==> config.mk <==
export PLATFORM = sky130hd
export DESIGN_NAME = qpi_flash_command_framing
export DESIGN_NICKNAME = d
export VERILOG_FILES = /design/src/hw/qpi_pkg.sv /design/src/hw/sync2.sv /design/src/hw/qpi_flash_command_framing.sv
export SDC_FILE = /design/constraint.sdc
export NUM_CORES = 1
export LEC_CHECK = 0
export CORE_UTILIZATION = 40
export DETAILED_ROUTE_END_ITERATION = 8
export DONT_BUFFER_PORTS = 1
export GPL_TIMING_DRIVEN = 0
export PLACE_DENSITY = 0.61
export SYNTH_ARGS = -nofsm -noshare
export SYNTH_HDL_FRONTEND = slang
export SYNTH_HIERARCHICAL = 1
export SYNTH_SLANG_ARGS = --single-unit
export TNS_END_PERCENT = 30
==> constraint.sdc <==
create_clock -name clock -period 11.69 [get_ports clock]
set_input_delay 1.7535 -clock clock [delete_from_list [all_inputs] [get_ports clock]]
set_output_delay 1.7535 -clock clock [all_outputs]
set_load 0.05 [all_outputs]
==> src/hw/qpi_pkg.sv <==
// constants and types for the four-lane flash command framing block
package qpi_pkg;
  // opcodes
  localparam logic [7:0] OP_VSR_WREN = 8'h50;
  localparam logic [7:0] OP_CFG_RD_A = 8'h45;
  localparam logic [7:0] OP_CFG_RD_B = 8'h15;
  localparam logic [7:0] OP_RELEASE = 8'hAB;
  localparam logic [7:0] OP_POWER_DOWN = 8'hB9;
  localparam logic [7:0] OP_READ = 8'h03;
  localparam logic [7:0] OP_FAST_READ = 8'h0B;
  localparam logic [7:0] OP_WRAP_READ = 8'h0C;
  localparam logic [7:0] OP_DUAL_OUT = 8'h3B;
  localparam logic [7:0] OP_QUAD_OUT = 8'h6B;
  localparam logic [7:0] OP_DUAL_IO = 8'hBB;
  localparam logic [7:0] OP_QUAD_IO = 8'hEB;
  localparam logic [7:0] OP_WORD_READ = 8'hE7;
  localparam logic [7:0] OP_SEC_READ = 8'h48;
  localparam logic [7:0] OP_SEC_ERASE = 8'h44;
  localparam logic [7:0] OP_SEC_PROG = 8'h42;
  localparam logic [7:0] OP_PAGE_PROG = 8'h02;
  localparam logic [7:0] OP_PAGE_WRITE = 8'hA5;
  localparam logic [7:0] OP_PAGE_ERASE = 8'h81;
  localparam logic [7:0] OP_SECT_ERASE = 8'h20;
  localparam logic [7:0] OP_BLK32_ERASE = 8'h52;
  localparam logic [7:0] OP_BLK64_ERASE = 8'hD8;
  localparam logic [7:0] OP_QPI_ENABLE = 8'h38;
  localparam logic [7:0] OP_QPI_DISABLE = 8'hFF;
  // dummy clock counts
  localparam logic [4:0] DUMMY_SPI_FAST = 5'h08;
  localparam logic [4:0] DUMMY_QPI_FAST = 5'h04;
  localparam logic [4:0] DUMMY_QUAD_IO = 5'h04;
  localparam logic [4:0] DUMMY_WORD = 5'h02;
  localparam logic [4:0] DUMMY_REL_QPI = 5'h06;
  localparam logic [4:0] DUMMY_REL_SPI = 5'h18;
  // frame lengths in bits
  localparam logic [5:0] CMD_BITS = 6'h08;
  localparam logic [5:0] ADDR_BITS = 6'h18;
  localparam logic [5:0] ADDR_MODE_BITS = 6'h20;
  // security register address fields
  localparam logic [7:0] SEC_UPPER = 8'h00;
  localparam logic [1:0] SEC_GAP = 2'h0;
  localparam logic [3:0] SEC_FIRST = 4'h1;
  localparam logic [3:0] SEC_LAST = 4'h3;
  // value after reset, and lane counts
  localparam logic QPI_AT_RESET = 1'b1;
  localparam logic [2:0] LANES_1 = 3'h1;
  localparam logic [2:0] LANES_2 = 3'h2;
  localparam logic [2:0] LANES_4 = 3'h4;

  typedef enum logic [1:0] {SRC_NONE, SRC_CFG, SRC_ID, SRC_MEM} src_t;

  typedef struct packed {
    logic has_addr;
    logic has_mode;
    logic [4:0] dummy;
    logic [2:0] aw;
    logic [2:0] dw;
    src_t src;
  } cmd_info_t;
endpackage

==> src/hw/sync2.sv <==
// two-flop synchroniser for pin inputs
`timescale 1ns/1ns
module sync2 #(
  parameter int WIDTH = 1,
  parameter logic [WIDTH-1:0] RESET_VAL = '0
) (
  input wire logic clock, // block clock
  input wire logic arst_n, // async reset, active low
  input wire logic [WIDTH-1:0] d, // asynchronous input
  output logic [WIDTH-1:0] q // synchronised output
);
  logic [WIDTH-1:0] meta_r;

  // first stage feeds only the second
  always_ff @(posedge clock or negedge arst_n)
  begin
    if (!arst_n)
    begin
      meta_r <= RESET_VAL;
      q <= RESET_VAL;
    end
    else
    begin
      meta_r <= d;
      q <= meta_r;
    end
  end
endmodule

==> src/hw/qpi_flash_command_framing.sv <==
// serial flash command framing for single, two and four lane transfers
`timescale 1ns/1ns
module qpi_flash_command_framing #(
  parameter logic [7:0] DEVICE_ID = 8'h5A // arbitrary id value
) (
  input wire logic clock, // 20 MHz block clock
  input wire logic arst_n, // async reset, active low
  input wire logic sclk, // serial clock pin
  input wire logic cs_n, // chip select pin, active low
  input wire logic [3:0] io_in, // lane input levels
  output logic [3:0] io_out, // lane drive values
  output logic [3:0] io_oe, // lane drive enables
  input wire logic [7:0] cfg_value, // configuration bits to return
  input wire logic [7:0] rd_data, // byte at rd_addr
  output logic rd_take, // rd_data consumed
  output logic [23:0] rd_addr, // current read address
  output logic cmd_strobe, // command byte received
  output logic [7:0] cmd_code, // last command byte
  output logic addr_strobe, // address phase done
  output logic [23:0] addr, // captured address
  output logic [7:0] mode_bits, // captured mode bits
  output logic sec_valid, // address is a legal security address
  output logic [1:0] sec_sel, // security register number
  output logic [9:0] sec_offset, // byte within security register
  output logic qpi_mode, // four-lane command entry active
  output logic power_down, // deep power-down state
  output logic wake, // release command seen
  output logic vsr_armed // next status write is volatile
);
  typedef enum logic [2:0] {ST_CMD, ST_ADDR, ST_DUMMY, ST_DOUT, ST_SINK} state_t;

  logic sclk_s, cs_n_s, sclk_d_r, cs_n_d_r;
  logic [3:0] io_s;
  state_t state_r, state_nxt;
  logic [31:0] in_sh_r, in_next;
  logic [5:0] cnt_r, bits_next, addr_len;
  logic [4:0] dcnt_r;
  qpi_pkg::cmd_info_t info_r, new_info;
  logic [7:0] cmd_r, out_sh_r, load_byte;
  logic [3:0] ocnt_r;
  logic cmd_seen_r, extra_r, qpi_r, dpd_r, vsr_r;
  logic [2:0] cur_w;
  logic rise, fall, cs_end, cmd_done, addr_done, dummy_done, single, is_sec;
  logic [23:0] addr_cap;
  logic [7:0] mode_cap;

  // lane value gathered this clock, right aligned
  function automatic logic [3:0] in_bits(input logic [3:0] io, input logic [2:0] w);
    unique case (w)
      qpi_pkg::LANES_4: return io;
      qpi_pkg::LANES_2: return {2'h0, io[1:0]};
      default: return {3'h0, io[0]};
    endcase
  endfunction

  // top bits of a byte placed on the output lanes
  function automatic logic [3:0] lanes_out(input logic [7:0] b, input logic [2:0] w);
    unique case (w)
      qpi_pkg::LANES_4: return b[7:4];
      qpi_pkg::LANES_2: return {2'h0, b[7:6]};
      default: return {2'h0, b[7], 1'b0};
    endcase
  endfunction

  function automatic logic [3:0] oe_of(input logic [2:0] w);
    unique case (w)
      qpi_pkg::LANES_4: return 4'hF;
      qpi_pkg::LANES_2: return 4'h3;
      default: return 4'h2;
    endcase
  endfunction

  // phase after address: dummy clocks, data out or sink
  function automatic state_t after_addr(input qpi_pkg::cmd_info_t i);
    if (i.dummy != 5'h00)
      return ST_DUMMY;
    else if (i.src != qpi_pkg::SRC_NONE)
      return ST_DOUT;
    return ST_SINK;
  endfunction

  // framing of each command; in power-down only release decodes
  function automatic qpi_pkg::cmd_info_t decode(input logic [7:0] op, input logic q, input logic pd);
    qpi_pkg::cmd_info_t i;
    logic [2:0] w;
    logic [4:0] fast;
    w = q ? qpi_pkg::LANES_4 : qpi_pkg::LANES_1;
    fast = q ? qpi_pkg::DUMMY_QPI_FAST : qpi_pkg::DUMMY_SPI_FAST;
    i = '{1'b0, 1'b0, 5'h00, w, w, qpi_pkg::SRC_NONE};
    if (!pd || op == qpi_pkg::OP_RELEASE)
    begin
      case (op)
        qpi_pkg::OP_CFG_RD_A, qpi_pkg::OP_CFG_RD_B: i.src = qpi_pkg::SRC_CFG;
        qpi_pkg::OP_RELEASE:
        begin
          i.dummy = q ? qpi_pkg::DUMMY_REL_QPI : qpi_pkg::DUMMY_REL_SPI;
          i.src = qpi_pkg::SRC_ID;
        end
        qpi_pkg::OP_READ: i = '{1'b1, 1'b0, 5'h00, w, w, qpi_pkg::SRC_MEM};
        qpi_pkg::OP_FAST_READ, qpi_pkg::OP_WRAP_READ, qpi_pkg::OP_SEC_READ:
          i = '{1'b1, 1'b0, fast, w, w, qpi_pkg::SRC_MEM};
        qpi_pkg::OP_DUAL_OUT:
          i = '{1'b1, 1'b0, qpi_pkg::DUMMY_SPI_FAST, w, qpi_pkg::LANES_2, qpi_pkg::SRC_MEM};
        qpi_pkg::OP_QUAD_OUT:
          i = '{1'b1, 1'b0, qpi_pkg::DUMMY_SPI_FAST, w, qpi_pkg::LANES_4, qpi_pkg::SRC_MEM};
        qpi_pkg::OP_DUAL_IO:
          i = '{1'b1, 1'b1, 5'h00, qpi_pkg::LANES_2, qpi_pkg::LANES_2, qpi_pkg::SRC_MEM};
        qpi_pkg::OP_QUAD_IO:
          i = '{1'b1, 1'b1, qpi_pkg::DUMMY_QUAD_IO, qpi_pkg::LANES_4, qpi_pkg::LANES_4, qpi_pkg::SRC_MEM};
        qpi_pkg::OP_WORD_READ:
          i = '{1'b1, 1'b1, qpi_pkg::DUMMY_WORD, qpi_pkg::LANES_4, qpi_pkg::LANES_4, qpi_pkg::SRC_MEM};
        qpi_pkg::OP_SEC_ERASE, qpi_pkg::OP_SEC_PROG, qpi_pkg::OP_PAGE_PROG, qpi_pkg::OP_PAGE_WRITE,
        qpi_pkg::OP_PAGE_ERASE, qpi_pkg::OP_SECT_ERASE, qpi_pkg::OP_BLK32_ERASE, qpi_pkg::OP_BLK64_ERASE:
          i.has_addr = 1'b1;
        default: i.src = qpi_pkg::SRC_NONE;
      endcase
    end
    return i;
  endfunction

  sync2 #(.WIDTH(6), .RESET_VAL(6'h20)) u_sync (
    .clock(clock),
    .arst_n(arst_n),
    .d({cs_n, sclk, io_in}),
    .q({cs_n_s, sclk_s, io_s})
  );

  // edge finding on synchronised pins
  assign rise = !cs_n_s && sclk_s && !sclk_d_r;
  assign fall = !cs_n_s && !sclk_s && sclk_d_r;
  assign cs_end = cs_n_s && !cs_n_d_r;

  // command byte in two clocks on four lanes, high nibble first
  assign cur_w = (state_r == ST_ADDR) ? info_r.aw : (qpi_r ? qpi_pkg::LANES_4 : qpi_pkg::LANES_1);
  // lane n lands on bit positions n modulo the lane count
  assign in_next = (in_sh_r << cur_w) | {28'h0, in_bits(io_s, cur_w)};
  assign bits_next = cnt_r + {3'h0, cur_w};
  assign new_info = decode(in_next[7:0], qpi_r, dpd_r);
  assign addr_len = info_r.has_mode ? qpi_pkg::ADDR_MODE_BITS : qpi_pkg::ADDR_BITS;
  assign cmd_done = rise && state_r == ST_CMD && bits_next == qpi_pkg::CMD_BITS;
  assign addr_done = rise && state_r == ST_ADDR && bits_next == addr_len;
  // dummy clock lane values are never read
  assign dummy_done = rise && state_r == ST_DUMMY && dcnt_r == info_r.dummy - 5'h01;
  assign addr_cap = info_r.has_mode ? in_next[31:8] : in_next[23:0];
  assign mode_cap = info_r.has_mode ? in_next[7:0] : 8'h00;
  assign single = cmd_seen_r && !extra_r;
  assign is_sec = cmd_r == qpi_pkg::OP_SEC_READ || cmd_r == qpi_pkg::OP_SEC_ERASE
    || cmd_r == qpi_pkg::OP_SEC_PROG;
  assign load_byte = (info_r.src == qpi_pkg::SRC_CFG) ? cfg_value
    : (info_r.src == qpi_pkg::SRC_ID) ? DEVICE_ID : rd_data;

  // phase sequencing
  always_comb
  begin
    state_nxt = state_r;
    if (cs_n_s)
      state_nxt = ST_CMD;
    else if (cmd_done)
      state_nxt = new_info.has_addr ? ST_ADDR : after_addr(new_info);
    else if (addr_done)
      state_nxt = after_addr(info_r);
    else if (dummy_done)
      state_nxt = (info_r.src != qpi_pkg::SRC_NONE) ? ST_DOUT : ST_SINK;
  end

  always_ff @(posedge clock or negedge arst_n)
  begin
    if (!arst_n)
    begin
      state_r <= ST_CMD;
      sclk_d_r <= 1'b0;
      cs_n_d_r <= 1'b1;
    end
    else
    begin
      state_r <= state_nxt;
      sclk_d_r <= sclk_s;
      cs_n_d_r <= cs_n_s;
    end
  end

  // input shifting and bit counting, cleared while deselected
  always_ff @(posedge clock or negedge arst_n)
  begin
    if (!arst_n)
    begin
      in_sh_r <= 32'h0;
      cnt_r <= 6'h00;
      dcnt_r <= 5'h00;
    end
    else if (cs_n_s || cmd_done || addr_done)
    begin
      in_sh_r <= 32'h0;
      cnt_r <= 6'h00;
      dcnt_r <= 5'h00;
    end
    else if (rise)
    begin
      in_sh_r <= in_next;
      cnt_r <= bits_next;
      dcnt_r <= (state_r == ST_DUMMY) ? dcnt_r + 5'h01 : dcnt_r;
    end
  end

  // command and address capture, user strobes
  always_ff @(posedge clock or negedge arst_n)
  begin
    if (!arst_n)
    begin
      info_r <= '{1'b0, 1'b0, 5'h00, qpi_pkg::LANES_1, qpi_pkg::LANES_1, qpi_pkg::SRC_NONE};
      cmd_r <= 8'h00;
      cmd_seen_r <= 1'b0;
      extra_r <= 1'b0;
      cmd_strobe <= 1'b0;
      addr_strobe <= 1'b0;
      addr <= 24'h0;
      mode_bits <= 8'h00;
      wake <= 1'b0;
    end
    else
    begin
      cmd_strobe <= cmd_done;
      addr_strobe <= addr_done;
      // release byte wakes the device on its own
      wake <= cmd_done && in_next[7:0] == qpi_pkg::OP_RELEASE;
      if (cs_n_s)
      begin
        cmd_seen_r <= 1'b0;
        extra_r <= 1'b0;
      end
      else if (cmd_done)
      begin
        info_r <= new_info;
        cmd_r <= in_next[7:0];
        cmd_seen_r <= 1'b1;
      end
      else if (rise && cmd_seen_r)
        extra_r <= 1'b1;
      if (addr_done)
      begin
        addr <= addr_cap;
        mode_bits <= mode_cap;
      end
    end
  end

  // security register decode at the end of the address
  always_ff @(posedge clock or negedge arst_n)
  begin
    if (!arst_n)
    begin
      sec_valid <= 1'b0;
      sec_sel <= 2'h0;
      sec_offset <= 10'h000;
    end
    else if (addr_done)
    begin
      // upper byte and bits 11..10 zero
      // bits 15..12 pick register one to three
      sec_valid <= is_sec && addr_cap[23:16] == qpi_pkg::SEC_UPPER && addr_cap[11:10] == qpi_pkg::SEC_GAP
        && addr_cap[15:12] >= qpi_pkg::SEC_FIRST && addr_cap[15:12] <= qpi_pkg::SEC_LAST;
      sec_sel <= addr_cap[13:12];
      sec_offset <= addr_cap[9:0];
    end
  end

  // mode flags updated when select rises, lone bytes only except vsr_r, which any other command clears; release clears power-down as its byte completes
  always_ff @(posedge clock or negedge arst_n)
  begin
    if (!arst_n)
    begin
      qpi_r <= qpi_pkg::QPI_AT_RESET;
      dpd_r <= 1'b0;
      vsr_r <= 1'b0;
    end
    else
    begin
      if (cmd_done && in_next[7:0] == qpi_pkg::OP_RELEASE)
        dpd_r <= 1'b0;
      else if (cs_end && single && cmd_r == qpi_pkg::OP_POWER_DOWN)
        dpd_r <= 1'b1;
      // lone disable byte leaves four-lane entry
      if (cs_end && single && !dpd_r && qpi_r && cmd_r == qpi_pkg::OP_QPI_DISABLE)
        qpi_r <= 1'b0;
      else if (cs_end && single && !dpd_r && !qpi_r && cmd_r == qpi_pkg::OP_QPI_ENABLE)
        qpi_r <= 1'b1;
      if (cs_end && cmd_seen_r)
        vsr_r <= single && !dpd_r && cmd_r == qpi_pkg::OP_VSR_WREN;
    end
  end

  // output lanes change on the falling serial clock edge
  always_ff @(posedge clock or negedge arst_n)
  begin
    if (!arst_n)
    begin
      io_out <= 4'h0;
      io_oe <= 4'h0;
      out_sh_r <= 8'h00;
      ocnt_r <= 4'h0;
      rd_addr <= 24'h0;
      rd_take <= 1'b0;
    end
    else
    begin
      rd_take <= 1'b0;
      if (cs_n_s)
      begin
        io_oe <= 4'h0;
        ocnt_r <= 4'h0;
      end
      else if (addr_done)
        rd_addr <= addr_cap;
      else if (fall && state_r == ST_DOUT)
      begin
        io_oe <= oe_of(info_r.dw);
        // two lanes, bits 7 and 6 first
        if (ocnt_r == 4'h0)
        begin
          io_out <= lanes_out(load_byte, info_r.dw);
          out_sh_r <= load_byte << info_r.dw;
          ocnt_r <= 4'h8 - {1'b0, info_r.dw};
          rd_take <= info_r.src == qpi_pkg::SRC_MEM;
          rd_addr <= (info_r.src == qpi_pkg::SRC_MEM) ? rd_addr + 24'h1 : rd_addr;
        end
        else
        begin
          io_out <= lanes_out(out_sh_r, info_r.dw);
          out_sh_r <= out_sh_r << info_r.dw;
          ocnt_r <= ocnt_r - {1'b0, info_r.dw};
        end
      end
    end
  end

  // last command byte held for the user side
  assign cmd_code = cmd_r;
  assign qpi_mode = qpi_r;
  assign power_down = dpd_r;
  assign vsr_armed = vsr_r;
endmodule

==> flow_summary_export.csv <==
group,metric,value,unit
status,status,"finished, final reports clean",
sta,min_period,5266,ps
placement,place_congestion,0.8823,
logic_synthesis,netlist_area,9706,um^2
logic_synthesis,syn_inst,1045,
logic_synthesis,synthArstFlopShare,1.000,
drt,wl_per_cell,19.41,um
setup_path,rrSetupSlack,6420,ps
global_routing,grt_pass1_wl,42300,um
logic_synthesis,synth_compound_area_frac,0.1468,
logic_synthesis,netlist.area_leader.share,0.4125,
die,row_count,56,
finish,finalCoreUtilization,0.4547,
clock_tree,clkSinkCount,166,
sta,finalMaxSlewViolations,0,
global_routing,grt.met3_usage,0.03696,
sta,setup_viol,0,
sta,clock.fmax,189.9,MHz
clock_tree,path_clk_slew,70,ps
sta,finalHoldViolCount,0,
logic_synthesis,synth_top_family_by_area,"simple AND/OR/NAND/NOR gates",
finish,final_nets,1099,
global_routing,grt_max_degree,167,
clock_tree,holdBufCountCts,0,
sta,setup_tns,0,ps
global_routing,global_route.usage.met1,0.3242,
global_routing,gr-total-overflow,0,
clock_tree,cts_buffer_depth,2,
setup_path,cp-end-kind,"flop",
drt,drtIter0Drc,795,
clock_tree,cts_tree,"built",
die,die_x,157.8,um
logic_synthesis,synth_nets,1079,
logic_synthesis,yosysSeqAreaShare,0.4288,
setup_path,cp_max_fo,10,
drt,via_per_inst,5.678,
logic_synthesis,synth_adder_area_share,0.01470,
logic_synthesis,ys.flop_type,"dfrtp_1",
setup_path,regToRegEndpoint,"rd_addr[7]$_DFFE_PN0P_",
logic_synthesis,synth_most_common_cell,"nand2_1",
finish,syn_to_final_growth,10.64,%
finish,stdcell_area,10740,um^2
clock_tree,htreeDepth,4,
clock_tree,insertion_delay,450,ps
sta,rsz0062_at_grt,"no",
logic_synthesis,yosys.area.top_type,"dfrtp_1",
clock_tree,cts_setup_buffers,0,
power_and_ir_drop,ir_worst_vdd,0.00009486,V
die,io_pins,116,
die,dieArea,24890,um^2
logic_synthesis,synth.distinct_cells,78,
worst_hold_path,whs_path_depth,0,
global_routing,grt.busiest_layer,"met2",
finish,n_antenna_cell,0,
setup_path,r2r_start,"qpi_mode$_DFFE_PN1P_",
job,drv_cap,0,
drt,ant_nets,0,
power_and_ir_drop,power_per_cell_area,118.2,nW/um^2
logic_synthesis,avgSynthCellArea,9.288,um^2
logic_synthesis,synth_area_leaders,"dfrtp_1 (41%), mux2i_1 (11%), nand2_1 (6.4%)",
drt,wl,27120,um
clock_tree,cts-root-buf,"clkbuf_16",
sta,slew_headroom,0.2540,
die,die-height,157.8,um
logic_synthesis,yosys_register_bits,166,
setup_path,critPathLaunchType,"flop",
sta,fin_crit_sh,0.4504,
setup_path,reg2reg_depth,15,
worst_hold_path,min_path_type,"flop to flop",
worst_hold_path,hold_start,"u_sync/meta_r[2]$_DFF_PN0_",
placement,dp_hpwl,19890,um
clock_tree,cts_buffers,17,
logic_synthesis,synth_xor_area_frac,0.04151,
logic_synthesis,synth_edf_count,0,
global_routing,track_usage,0.2217,
global_routing,grt_util_met2,0.3310,
setup_path,worstSetupPathType,"flop to flop",
die,coreArea,23610,um^2
placement,port_buffers,0,
drt,drc,0,
power_and_ir_drop,p_leak,4.473,nW
logic_synthesis,synthMuxAreaShare,0.1348,
logic_synthesis,synth_common_cells,"nand2_1 (165), dfrtp_1 (160), mux2i_1 (108)",
clock_tree,cts_resized,0,
drt,drt_first_pass_iters,5,
sta,clock_skew,12.71,ps
die,start_util,0.4110,
global_routing,grt_pass1_vias,7420,
sta,max_slew.worst_pin.slew,1110,ps
global_routing,antenna_found_initial,0,
drt,vias,7932,
worst_hold_path,whs_endpoint,"u_sync/q[2]$_DFF_PN0_",
logic_synthesis,yosys_warnings,6,
logic_synthesis,synthSimpleGateAreaFrac,0.1810,
setup_path,critPathArrivalTime,5630,ps
placement,placed_area,10100,um^2
setup_path,cp.required,12050,ps
power_and_ir_drop,finalPower,1.269,mW
finish,final_layout_size_suffix_gt1_frac,0.09184,
[area by class of cell]
class,instances,area (um^2)
multi-input cells,773,5036
clock inverters,15,202.7
well taps,319,399.1
fillers,2293,12870
clock buffers,17,425.4
flip-flops and latches,166,4161
plain buffers,84,420.4
repair buffers,1,5.005
inverters,22,87.58
[metal layers]
| metal | vias up | routed length (um) |
|---|---|---|
| met3 | 32 | 1386 |
| met4 | 0 | 473 |
| met1 | 3925 | 13360 |
| met5 | - | 0 |
| li1 | 3764 | - |
| met2 | 211 | 11900 |
[critical path, cell delays in order, from the launching register on]
cell and delay [ps]:
dfstp_2 690, clkbuf_1 430, mux2i_4 260, inv_4 140, buf_6 160, buf_6 170
clkbuf_1 520, ha_1 290, inv_1 50, o21bai_1 320, a211oi_1 140, a41o_1 300
nor4_2 920, clkbuf_1 410, o211ai_1 220, o21ai_0 120
[kinds of logic (layout without fill, tap and decap cells)]
family / after synthesis / count (layout)
muxes: 125 / 125
adders and majority gates: 11 / 11
DFF: 166 / 166
and+or+nand+nor: 376 / 376
xor gates and xnor gates: 46 / 46
buffers and inverters: 106 / 139
AOI/OAI and AO/OA: 215 / 215
[state kept, by name, indices dropped and copies added (netlist names), 5 cells and up]
signal	count
addr	24
u_sync/q	6
in_sh_r	32
dcnt_r	5
cnt_r	6
out_sh_r	8
info_r	13
rd_addr	24
u_sync/meta_r	6
cmd_code	8
mode_bits	8
[how the worst max path moves through the flow]
stage	startpoint	endpoint	depth (start not counted)
final	qpi_mode$_DFFE_PN1P_	rd_addr[7]$_DFFE_PN0P_	15
after global placement	state_r[1]$_DFFE_PN0P_	rd_addr[7]$_DFFE_PN0P_	17
after CTS	qpi_mode$_DFFE_PN1P_	rd_addr[7]$_DFFE_PN0P_	15
after global routing	qpi_mode$_DFFE_PN1P_	rd_addr[7]$_DFFE_PN0P_	15
after detailed placement	qpi_mode$_DFFE_PN1P_	rd_addr[7]$_DFFE_PN0P_	15
after floorplan	state_r[2]$_DFFE_PN0P_	in_sh_r[6]$_DFFE_PN0P_	18
[report_power, final]
group / internal [mW] / switching [mW]
registers: 0.584 / 0.00745
logic: 0.0260 / 0.0513
clock network: 0.312 / 0.288
[placed cells by master, fill, tap and decap left out, drive strengths merged, types with 8 or more instances in the layout]
master / synthesis / final
o31ai: 9 / 9
inv: 22 / 29
dfrtp: 160 / 160
mux2: 13 / 13
o21ai: 67 / 67
xnor2: 25 / 25
or4: 9 / 9
xor2: 21 / 21
a21oi: 32 / 32
o211ai: 12 / 12
nor3: 8 / 8
a211oi: 36 / 36
nor2: 86 / 86
mux2i: 110 / 110
nor4: 15 / 15
nand4: 12 / 12
nand3: 32 / 32
clkbuf: 55 / 73
ha: 9 / 9
nand2b: 8 / 8
buf: 29 / 29
nand2: 165 / 165
[through the flow]
stage,setup slack (ps),instances,hold slack [ps]
after floorplan,7413,1045,331.2
after global placement,6591,1364,334.7
after detailed placement,6489,1364,334.7
after CTS,6459,1396,350.6
after global routing,6060,1397,358.9
final,6424,1397,345.9
Note: power is estimated with default switching activity, not from simulation.
